## src/inc/motion_io_defs.vh

```
`ifndef MOTION_IO_DEFS_VH
`define MOTION_IO_DEFS_VH
// Register offsets (word index = byte address / 4)
`define REG_CTRL        8'h00
`define REG_DATA        8'h04
`define REG_POS         8'h08
`define REG_AREA1       8'h0c
`define REG_AREA2       8'h10
`define REG_STATUS      8'h14
`define REG_IRQ_STAT    8'h18
`define REG_IRQ_MASK    8'h1c
// CTRL fields
`define CTRL_DRIVER     0
`define CTRL_PULSE_SEL  1
`define CTRL_QUAD       2
`define CTRL_STOP_LSB   3
`define CTRL_LOAD_HIT   5
// DATA fields: speed [7:0] mm/s, current [14:8] %, function [17:16], accel [21:20]
`define DATA_SPD_LSB    0
`define DATA_CUR_LSB    8
`define DATA_FN_LSB     16
`define DATA_ACC_LSB    20
`define FN_SINGLE       2'h0
`define FN_LINKED       2'h1
`define FN_PUSH         2'h2
// Stop actions
`define STOP_IMM        2'h0
`define STOP_DEC        2'h1
`define STOP_IMM_OFF    2'h2
`define STOP_DEC_OFF    2'h3
// Limits and timing
`define PUSH_SPD_MAX    8'h19
`define CTRL_RESET      32'h0000_0000
`define DATA_RESET      32'h0000_0006
`define CLK_HZ          25000000
`define FB_LAG_US       1000
`define FB_LAG_CYC      ((`CLK_HZ / 1000000) * `FB_LAG_US)
`define TIM_STEPS       8'h0c
`define DEC_CYC         16'h0040
// Interrupt bits
`define IRQ_ALARM       0
`define IRQ_STOPPED     1
`define IRQ_AREA        2
`endif

```

## src/rtl/actuator_motion_io_logic.v

```verilog
// Chosen here: the plain strobed port and the placing of the registers.
`include "motion_io_defs.vh"
`default_nettype none
module actuator_motion_io_logic (
	input  wire        sys_clk_i,
	input  wire        rst_i,
	input  wire [7:0]  addr_i,
	input  wire [31:0] wdata_i,
	input  wire        wr_i,
	input  wire        rd_i,
	output reg  [31:0] rdata_o,
	input  wire        jog_positive_in_i,
	input  wire        jog_negative_in_i,
	input  wire        start_i,
	input  wire        stop_i,
	input  wire        homing_i,
	input  wire        homing_halt_in_i,
	input  wire        forward_pulse_in_n_i,
	input  wire        reverse_pulse_in_n_i,
	input  wire        load_contact_i,
	output reg         phase_a_feedback_out_o,
	output reg         phase_b_feedback_out_o,
	output reg         rotor_step_timing_out_o,
	output reg         area_o,
	output reg         torque_reached_o,
	output reg         moving_o,
	output reg         brake_engage_o,
	output reg         motor_current_off_o,
	output reg  [6:0]  current_limit_o,
	output reg  [7:0]  speed_cmd_o,
	output reg  [1:0]  accel_sel_o,
	output reg         bad_operating_data_alarm_o,
	output reg         irq_o
);
	localparam S_IDLE = 3'h0;
	localparam S_POS  = 3'h1;
	localparam S_PUSH = 3'h2;
	localparam S_JOG  = 3'h3;
	localparam S_DEC  = 3'h4;
	localparam S_HOME = 3'h5;

	reg [31:0] ctrl_q;
	reg [31:0] data_q;
	reg [31:0] area1_q;
	reg [31:0] area2_q;
	reg [2:0]  irq_stat_q;
	reg [2:0]  irq_mask_q;
	reg [31:0] pos_q;
	reg [2:0]  state_q;
	reg [15:0] dec_cnt_q;
	reg [31:0] fb_pos_q;
	reg [15:0] lag_cnt_q;
	reg [7:0]  tim_cnt_q;
	reg        push_alarm_q;
	reg        stop_evt_q;
	reg        jog_dir_q;

	wire       driver_mode = ctrl_q[`CTRL_DRIVER];
	wire [1:0] stop_act    = ctrl_q[`CTRL_STOP_LSB+1:`CTRL_STOP_LSB];
	wire [1:0] data_fn     = data_q[`DATA_FN_LSB+1:`DATA_FN_LSB];
	wire [7:0] data_spd    = data_q[`DATA_SPD_LSB+7:`DATA_SPD_LSB];

	function in_window;
		input [31:0] p, a, b;
		begin
			in_window = (a <= b) ? (p >= a && p <= b) : (p >= b && p <= a);
		end
	endfunction

	function [1:0] accel_of;
		input [31:0] d;
		begin
			accel_of = d[`DATA_ACC_LSB+1:`DATA_ACC_LSB];
		end
	endfunction

	// Pulse decode, active-low inputs
	wire       fp_act    = ~forward_pulse_in_n_i;
	wire       rp_act    = ~reverse_pulse_in_n_i;
	wire [1:0] pulse_act = {rp_act, fp_act};
	wire [1:0] pulse_prev;
	wire       fp_prev   = pulse_prev[0];
	wire       rp_prev   = pulse_prev[1];
	reg        step_up;
	reg        step_dn;

	// One history stage per line; reset matches idle level, so no false edge
	genvar gi;
	generate
		for (gi = 0; gi < 2; gi = gi + 1) begin : g_pulse_hist
			reg prev_q;
			always @(posedge sys_clk_i or posedge rst_i) begin
				if (rst_i)
					prev_q <= 1'b0;
				else
					prev_q <= pulse_act[gi];
			end
			assign pulse_prev[gi] = prev_q;
		end
	endgenerate

	always @* begin
		step_up = 1'b0;
		step_dn = 1'b0;
		if (ctrl_q[`CTRL_QUAD]) begin
			// Forward phase leading: an A edge while B opposite
			if (fp_act != fp_prev || rp_act != rp_prev) begin
				if ((fp_act != fp_prev && fp_act != rp_prev) ||
				    (rp_act != rp_prev && rp_act == fp_prev))
					step_up = 1'b1;
				else
					step_dn = 1'b1;
			end
		end else if (ctrl_q[`CTRL_PULSE_SEL]) begin
			// Pulse on forward line, direction on reverse line
			if (fp_act && !fp_prev) begin
				step_up = ~rp_act;
				step_dn = rp_act;
			end
		end else begin
			step_up = fp_act && !fp_prev;
			step_dn = rp_act && !rp_prev;
		end
	end

	wire push_req = (state_q == S_POS) && load_contact_i && (data_fn == `FN_PUSH);
	wire stop_req = driver_mode ? (homing_halt_in_i && state_q == S_HOME) : stop_i;
	// Homing halt may not cut current: upper bit of action dropped
	wire [1:0] eff_act = driver_mode ? {1'b0, stop_act[0]} : stop_act;
	wire jog_any = jog_positive_in_i | jog_negative_in_i;
	wire active = state_q != S_IDLE;
	wire step_tick = active && state_q != S_PUSH && state_q != S_DEC;
	// A held stop blocks restarts; a level stop would otherwise retrigger
	wire hold_off   = driver_mode ? homing_halt_in_i : stop_i;
	wire stop_take  = stop_req && active && state_q != S_DEC;
	wire start_take = !active && !hold_off && (start_i || jog_any || homing_i);

	// Position counter: pulse-driven in driver mode, self-stepping otherwise
	always @(posedge sys_clk_i or posedge rst_i) begin
		if (rst_i)
			pos_q <= 32'h0000_0000;
		else if (driver_mode) begin
			if (step_up)
				pos_q <= pos_q + 32'h0000_0001;
			else if (step_dn)
				pos_q <= pos_q - 32'h0000_0001;
		end else if (step_tick) begin
			if ((state_q == S_JOG && jog_dir_q) || state_q == S_HOME)
				pos_q <= pos_q - 32'h0000_0001;
			else
				pos_q <= pos_q + 32'h0000_0001;
		end
	end

	// Current-off stop keeps the brake engaged and current off until the next start
	always @(posedge sys_clk_i or posedge rst_i) begin
		if (rst_i) begin
			motor_current_off_o <= 1'b0;
			brake_engage_o      <= 1'b0;
		end else if (stop_take) begin
			motor_current_off_o <= eff_act[1];
			brake_engage_o      <= eff_act[1];
		end else if (start_take) begin
			motor_current_off_o <= 1'b0;
			brake_engage_o      <= 1'b0;
		end
	end

	always @(posedge sys_clk_i or posedge rst_i) begin
		if (rst_i) begin
			state_q      <= S_IDLE;
			dec_cnt_q    <= 16'h0000;
			push_alarm_q <= 1'b0;
			stop_evt_q   <= 1'b0;
			jog_dir_q    <= 1'b0;
			accel_sel_o  <= 2'h0;
		end else begin
			push_alarm_q <= 1'b0;
			stop_evt_q   <= 1'b0;
			if (stop_take) begin
				stop_evt_q <= 1'b1;
				if (eff_act == `STOP_IMM || eff_act == `STOP_IMM_OFF)
					state_q <= S_IDLE;
				else begin
					state_q   <= S_DEC;
					dec_cnt_q <= `DEC_CYC;
				end
			end else begin
				case (state_q)
				S_IDLE: begin
					if (start_take && homing_i)
						state_q <= S_HOME;
					else if (start_take && !driver_mode && jog_any) begin
						state_q     <= S_JOG;
						jog_dir_q   <= jog_negative_in_i;
						accel_sel_o <= accel_of(data_q);
					end else if (start_take && !driver_mode && start_i) begin
						state_q     <= S_POS;
						accel_sel_o <= accel_of(data_q);
					end
				end
				S_POS: begin
					if (push_req) begin
						if (data_spd > `PUSH_SPD_MAX) begin
							push_alarm_q <= 1'b1;
							state_q      <= S_IDLE;
						end else
							state_q <= S_PUSH;
					end else if (ctrl_q[`CTRL_LOAD_HIT])
						state_q <= S_IDLE;
				end
				S_PUSH:
					if (!load_contact_i)
						state_q <= S_IDLE;
				S_JOG: begin
					// Accel select latched at jog start, only speed follows data
					if (!jog_any) begin
						state_q   <= S_DEC;
						dec_cnt_q <= `DEC_CYC;
					end
				end
				S_DEC: begin
					if (dec_cnt_q == 16'h0000)
						state_q <= S_IDLE;
					else
						dec_cnt_q <= dec_cnt_q - 16'h0001;
				end
				S_HOME:
					if (!homing_i)
						state_q <= S_IDLE;
				default:
					state_q <= S_IDLE;
				endcase
			end
		end
	end

	// Feedback follows position one step per cycle; lag bounded by cycle count
	wire fb_move = fb_pos_q != pos_q;
	wire fb_up   = $signed(pos_q - fb_pos_q) > 0;
	always @(posedge sys_clk_i or posedge rst_i) begin
		if (rst_i) begin
			fb_pos_q   <= 32'h0000_0000;
			tim_cnt_q  <= 8'h00;
			phase_a_feedback_out_o  <= 1'b0;
			phase_b_feedback_out_o  <= 1'b0;
			rotor_step_timing_out_o <= 1'b0;
		end else begin
			rotor_step_timing_out_o <= 1'b0;
			if (fb_move) begin
				fb_pos_q  <= fb_up ? fb_pos_q + 32'h0000_0001 : fb_pos_q - 32'h0000_0001;
				// Gray sequence: A leads B when moving positive
				if (fb_up ^ (phase_a_feedback_out_o ^ phase_b_feedback_out_o))
					phase_a_feedback_out_o <= ~phase_a_feedback_out_o;
				else
					phase_b_feedback_out_o <= ~phase_b_feedback_out_o;
				if (tim_cnt_q == `TIM_STEPS - 8'h01) begin
					tim_cnt_q <= 8'h00;
					rotor_step_timing_out_o <= driver_mode;
				end else
					tim_cnt_q <= tim_cnt_q + 8'h01;
			end
		end
	end

	// Lag watch: cycles the feedback trails, saturating at the bound
	wire fb_lag_over = ({16'h0000, lag_cnt_q} >= `FB_LAG_CYC);
	always @(posedge sys_clk_i or posedge rst_i) begin
		if (rst_i)
			lag_cnt_q <= 16'h0000;
		else if (!fb_move)
			lag_cnt_q <= 16'h0000;
		else if (!fb_lag_over)
			lag_cnt_q <= lag_cnt_q + 16'h0001;
	end

	// Alarm sticks until cleared; a new alarm wins over the clear
	wire stat_wr = wr_i && addr_i == `REG_IRQ_STAT;
	always @(posedge sys_clk_i or posedge rst_i) begin
		if (rst_i)
			bad_operating_data_alarm_o <= 1'b0;
		else if (push_alarm_q)
			bad_operating_data_alarm_o <= 1'b1;
		else if (stat_wr && wdata_i[`IRQ_ALARM])
			bad_operating_data_alarm_o <= 1'b0;
	end

	// Outputs, all registered
	wire [2:0] irq_evt = {area_o == 1'b0 && !driver_mode && in_window(pos_q, area1_q, area2_q),
	                      stop_evt_q, push_alarm_q};
	always @(posedge sys_clk_i or posedge rst_i) begin
		if (rst_i) begin
			area_o           <= 1'b0;
			torque_reached_o <= 1'b0;
			moving_o         <= 1'b0;
			current_limit_o  <= 7'h64;
			speed_cmd_o      <= 8'h00;
			irq_o            <= 1'b0;
		end else begin
			area_o <= !driver_mode && in_window(pos_q, area1_q, area2_q);
			torque_reached_o <= (state_q == S_PUSH);
			moving_o <= active;
			current_limit_o <= (state_q == S_PUSH) ?
				data_q[`DATA_CUR_LSB+6:`DATA_CUR_LSB] : 7'h64;
			speed_cmd_o <= active ? data_spd : 8'h00;
			irq_o <= |(irq_stat_q & irq_mask_q);
		end
	end

	// Register slave
	always @(posedge sys_clk_i or posedge rst_i) begin
		if (rst_i) begin
			ctrl_q     <= `CTRL_RESET;
			data_q     <= `DATA_RESET;
			area1_q    <= 32'h0000_0000;
			area2_q    <= 32'h0000_0000;
			irq_stat_q <= 3'h0;
			irq_mask_q <= 3'h0;
			rdata_o    <= 32'h0000_0000;
		end else begin
			// Set wins over write-one-to-clear
			irq_stat_q <= (irq_stat_q & ~(stat_wr ?
				wdata_i[2:0] : 3'h0)) | irq_evt;
			if (wr_i) begin
				case (addr_i)
				`REG_CTRL:     ctrl_q     <= wdata_i;
				`REG_DATA:     data_q     <= wdata_i;
				`REG_AREA1:    area1_q    <= wdata_i;
				`REG_AREA2:    area2_q    <= wdata_i;
				`REG_IRQ_MASK: irq_mask_q <= wdata_i[2:0];
				default: ;
				endcase
			end
			rdata_o <= 32'h0000_0000;
			if (rd_i) begin
				case (addr_i)
				`REG_CTRL:     rdata_o <= ctrl_q;
				`REG_DATA:     rdata_o <= data_q;
				`REG_POS:      rdata_o <= pos_q;
				`REG_AREA1:    rdata_o <= area1_q;
				`REG_AREA2:    rdata_o <= area2_q;
				`REG_STATUS:   rdata_o <= {24'h00, fb_lag_over, bad_operating_data_alarm_o, area_o,
				                           torque_reached_o, moving_o, state_q};
				`REG_IRQ_STAT: rdata_o <= {29'h0, irq_stat_q};
				`REG_IRQ_MASK: rdata_o <= {29'h0, irq_mask_q};
				default:       rdata_o <= 32'h0000_0000;
				endcase
			end
		end
	end
endmodule
`default_nettype wire

```

## config.mk

```make
export PLATFORM = sky130hd
export DESIGN_NAME = actuator_motion_io_logic
export DESIGN_NICKNAME = d
export VERILOG_FILES = /design/src/rtl/actuator_motion_io_logic.v
export VERILOG_INCLUDE_DIRS = /design/src /design/src/inc
export SDC_FILE = /design/constraint.sdc
export NUM_CORES = 1
export LEC_CHECK = 0
export BUFFER_PORTS_ARGS = -buffer_cell sky130_fd_sc_hd__buf_2
export CORE_ASPECT_RATIO = 2
export CORE_MARGIN = 2
export CORE_UTILIZATION = 54
export CTS_CLUSTER_SIZE = 10
export DETAILED_ROUTE_END_ITERATION = 8
export PLACE_DENSITY = 0.75
export SLEW_MARGIN = 30
export SYNTH_ARGS = -nofsm -noshare
export SYNTH_HDL_FRONTEND = slang
export SYNTH_SLANG_ARGS = --single-unit
```

## constraint.sdc

```tcl
create_clock -name sys_clk_i -period 19.59 [get_ports sys_clk_i]
set_clock_uncertainty 0.05 [all_clocks]
set_input_delay 0.9795 -clock sys_clk_i [delete_from_list [all_inputs] [get_ports sys_clk_i]]
set_output_delay 0.9795 -clock sys_clk_i [all_outputs]
set_load 0.05 [all_outputs]
```

==> impl_summary.md <==
Placed design
The detailed placer's ending HPWL is 42.2 mm. The number of buffers added on ports is 111. The congestion estimate from routability-driven global placement came to 0.966. The post-placement cell area is 20000 sq um.

Worst setup path
The data required time of the worst path is 19960 ps. The launch point of the worst path is pos_q[0]$_DFFE_PP0P_. The arrival time of the worst setup path is 7680 ps.

STA classifies the critical path startpoint as a flop. The maximum cell stage delay along the critical path is 430 ps. The source of the worst register-to-register timing path is pos_q[0]$_DFFE_PP0P_. On the critical path, the stage with the largest delay is an instance of dfrtp_1. STA classifies the critical path endpoint as a flop.

Of all nets on the critical path, the largest fanout is 34. The critical path is of the reg2reg type.

Drt
The detail route stage leaves a number of antenna-violating nets equal to 0. The detailed router finished its first iteration with 883 violations. The pre-antenna-repair detailed-routing pass consisted of 7 iterations.

For this run, design rule violations remaining after detail routing come to 0. The ratio of routed vias to standard cells is 6.30. The final route contains 15900 vias.

The final wirelength is 55.8 mm. In the final routed layout, each cell accounts on average for 22.1 microns.

CTS
The worst-skew pair later-pin latency is 550 ps. The clock-pin slew reported for the worst setup and hold paths after clock tree synthesis is 60 ps. Hold repair after CTS inserted 0 buffers.

Once the clock tree was built, the setup fixing pass inserted 0 buffers. The post-cts sizing count is 0. The master cell of the clock root buffer is clkbuf_16. The number of buffers created by CTS is 36. The total number of H-tree levels is 2. The clock passes through at most 3 buffers. The clock sink count is 304. TritonCTS built the clock tree.

Synthesis
The yosys synthesis warning count is 0. The mean instance size in the synthesized netlist is 9.71 sq um. Synthesis inferred 304 register bits.

The post-synthesis net count is 2178. The synthesized design contains 0 enable-type register cells. In the synthesized netlist the async set-or-reset flop fraction comes to 100%. Synthesis handed over a netlist of 1957 instances. The number of distinct library cells after synthesis is 77.

After synthesis the cells add up to 19000 sq um. The post-synthesis sequential area ratio is 40.1%. The commonest register cell after synthesis is dfrtp_1.

Cells and area
The area growth from synthesis to layout is 10.9%. Cells with a size suffix above 1 make up 16.5% of the layout. The net count reported at finish is 2282. The share of the core filled with cells is 60.5%.

The final cell area excluding filler cells is 21100 sq um. After filler insertion, the fill cell instance count of the layout stands at 2912. The most frequent standard cell in the layout excluding fill and tap cells is dfrtp_1. In the layout the commonest cells are dfrtp_1 (299), ha_1 (166), nand2_1 (164).

STA
Setup violations remaining at the end of the flow were counted as 0. The hold violation total from the final report is 0. Setup repair after global routing left no endpoint under its margin. The post-route clock period utilization is 37.3%.

The setup TNS is 0 ps. The worst path in the final design needs a cycle of 7310 ps, including I/O delays and setup. The max-slew violation count came to 0. The slew at the pin closest to its max-slew limit is 904 ps. Headroom to the max-slew limit came out at 39.1%. The peak clock frequency supported by timing is 137 MHz.

Floorplan
The die boundary height is 269 microns. The initial core utilization is 54.5%. The number of top-level pins is 112. The number of cell rows is 97.

After floorplanning, the core was sized to cover 34800 sq um. The width of the die is 137 microns. The die area is 36800 sq um.

GRT
Entering global routing, the biggest net connects 118 pins. The number of antenna violations at the first check in global routing came to 1. The via count of the first global-routing pass is 16800.

The total routing usage reported by global routing is 30.8%. For this run the aggregate overflow at the end of global routing stands at 0. The first-pass GRT wire length is 88.6 mm.

Job
Across the run, the number of max-cap violations was 0.

Worst hold path
The startpoint of the tightest hold check path is stop_evt_q$_DFF_PP0_. The class of the tightest hold or removal check is reg2reg.

Status
The run finished with clean final reports.

Power
The worst-case IR drop observed on VDD is 0.000134 V. The static leakage power is 10.0 nW. The power per cell area is 164 nW/um^2.
==> synthesized netlist by cell type, types with 7 or more instances <==
master | count | area [sq um]
o211ai_1 | 9 | 67.6
nand3_1 | 52 | 260
mux2i_1 | 7 | 70.1
nand2b_1 | 30 | 188
o21ai_0 | 88 | 440
mux2_2 | 135 | 1520
nand4_1 | 43 | 269
a31oi_1 | 43 | 269
a22oi_1 | 73 | 548
or3_1 | 14 | 87.6
nor2b_1 | 31 | 194
nor2_1 | 106 | 398
o21bai_1 | 8 | 60.1
and2_1 | 8 | 50.1
a21o_1 | 48 | 360
buf_1 | 17 | 63.8
nor3_1 | 29 | 145
xnor2_1 | 60 | 526
dfrtp_1 | 299 | 7480
and3_1 | 18 | 113
inv_1 | 131 | 492
a21oi_1 | 105 | 526
ha_1 | 166 | 2080
o21a_1 | 19 | 143
xor2_1 | 48 | 420
nand2_1 | 164 | 616
clkbuf_1 | 43 | 161
o21ai_1 | 11 | 55.1
nor4_1 | 21 | 131
a41oi_1 | 8 | 70.1
==> report_power, final <==
part           leakage (nW)  internal (mW)  total [mW]  switching, mW
clock network         0.494          0.344       0.610          0.266
logic                  5.48          0.775        1.91           1.14
registers              4.04          0.759       0.926          0.168
==> critical path, delay by kind of cell, from the launching register on <==
| family | cells | cell delay [ps] |
|---|---|---|
| AOI/OAI and AO/OA | 15 | 3950 |
| xor gates and xnor gates | 2 | 240 |
| adders and majority gates | 3 | 970 |
| buffers and inverters | 2 | 580 |
| DFF | 1 | 430 |
| muxes | 1 | 270 |
| and+or+nand+nor | 4 | 690 |
==> metrics by stage <==
| step | hold slack (ps) | cells | power, mW | setup slack [ps] |
|---|---|---|---|---|
| finish | 393 | 2525 | 3.45 | 12280 |
| global placement | 382 | 2468 | 2.78 | 12400 |
| CTS | 390 | 2524 | 3.44 | 12330 |
| detailed placement | 376 | 2468 | 2.82 | 12350 |
| floorplan | 354 | 1957 | 2.33 | 10170 |
| global route | 408 | 2525 | 3.71 | 11720 |
==> kinds of logic after synthesis <==
group,share of synthesized area [%]
multiplexers,8.37
AO/OA/AOI/OAI,17.1
AND/OR/NAND/NOR,14.2
adder cells (fa/ha/maj),11.1
XOR/XNOR,4.98
flip-flops,40.1
buffers and inverters,4.14
==> state kept, by name, summed over array words and instances (netlist names), 3 cells and up <==
signal,flops
area1_q,32
area2_q,32
ctrl_q,32
current_limit_o,7
data_q,32
dec_cnt_q,16
fb_pos_q,32
irq_mask_q,3
irq_stat_q,3
lag_cnt_q,16
pos_q,32
rdata_o,32
speed_cmd_o,8
state_q,3
tim_cnt_q,8
==> layout make-up <==
type / instances / area, sq um / share of cell area, %
Multi-Input combinational cell: 1452 / 10600 / 50.5
Clock inverter: 4 / 50.0 / 0.237
Timing Repair Buffer: 136 / 747 / 3.54
Clock buffer: 52 / 971 / 4.61
Inverter: 131 / 499 / 2.37
Tap cell: 445 / 557 / 2.64
Sequential cell: 304 / 7610 / 36.1
Antenna cell: 1 / 2.50 / 0.0119
==> metal layers <==
layer | wire, microns | track usage [%]
met5 | 0 | 0
met4 | 5210 | 25.2
met3 | 2370 | 3.72
met2 | 29400 | 55.5
met1 | 18800 | 30.7
==> final timing paths <==
check                                            to  slack, ps  depth (start not counted)
setup / recovery           fb_pos_q[30]$_DFFE_PP0N_      12280                         27
hold / removal              irq_stat_q[1]$_DFF_PP0_        390                          1
setup reg to reg           fb_pos_q[30]$_DFFE_PP0N_      12280                         27
hold reg to reg             irq_stat_q[1]$_DFF_PP0_        390                          1
max in group asynchronous     rdata_o[22]$_DFF_PP0_      17010                          4
min in group asynchronous  speed_cmd_o[2]$_DFF_PP0_        560                          2
No activity file was read; power rests on OpenSTA's default activity.
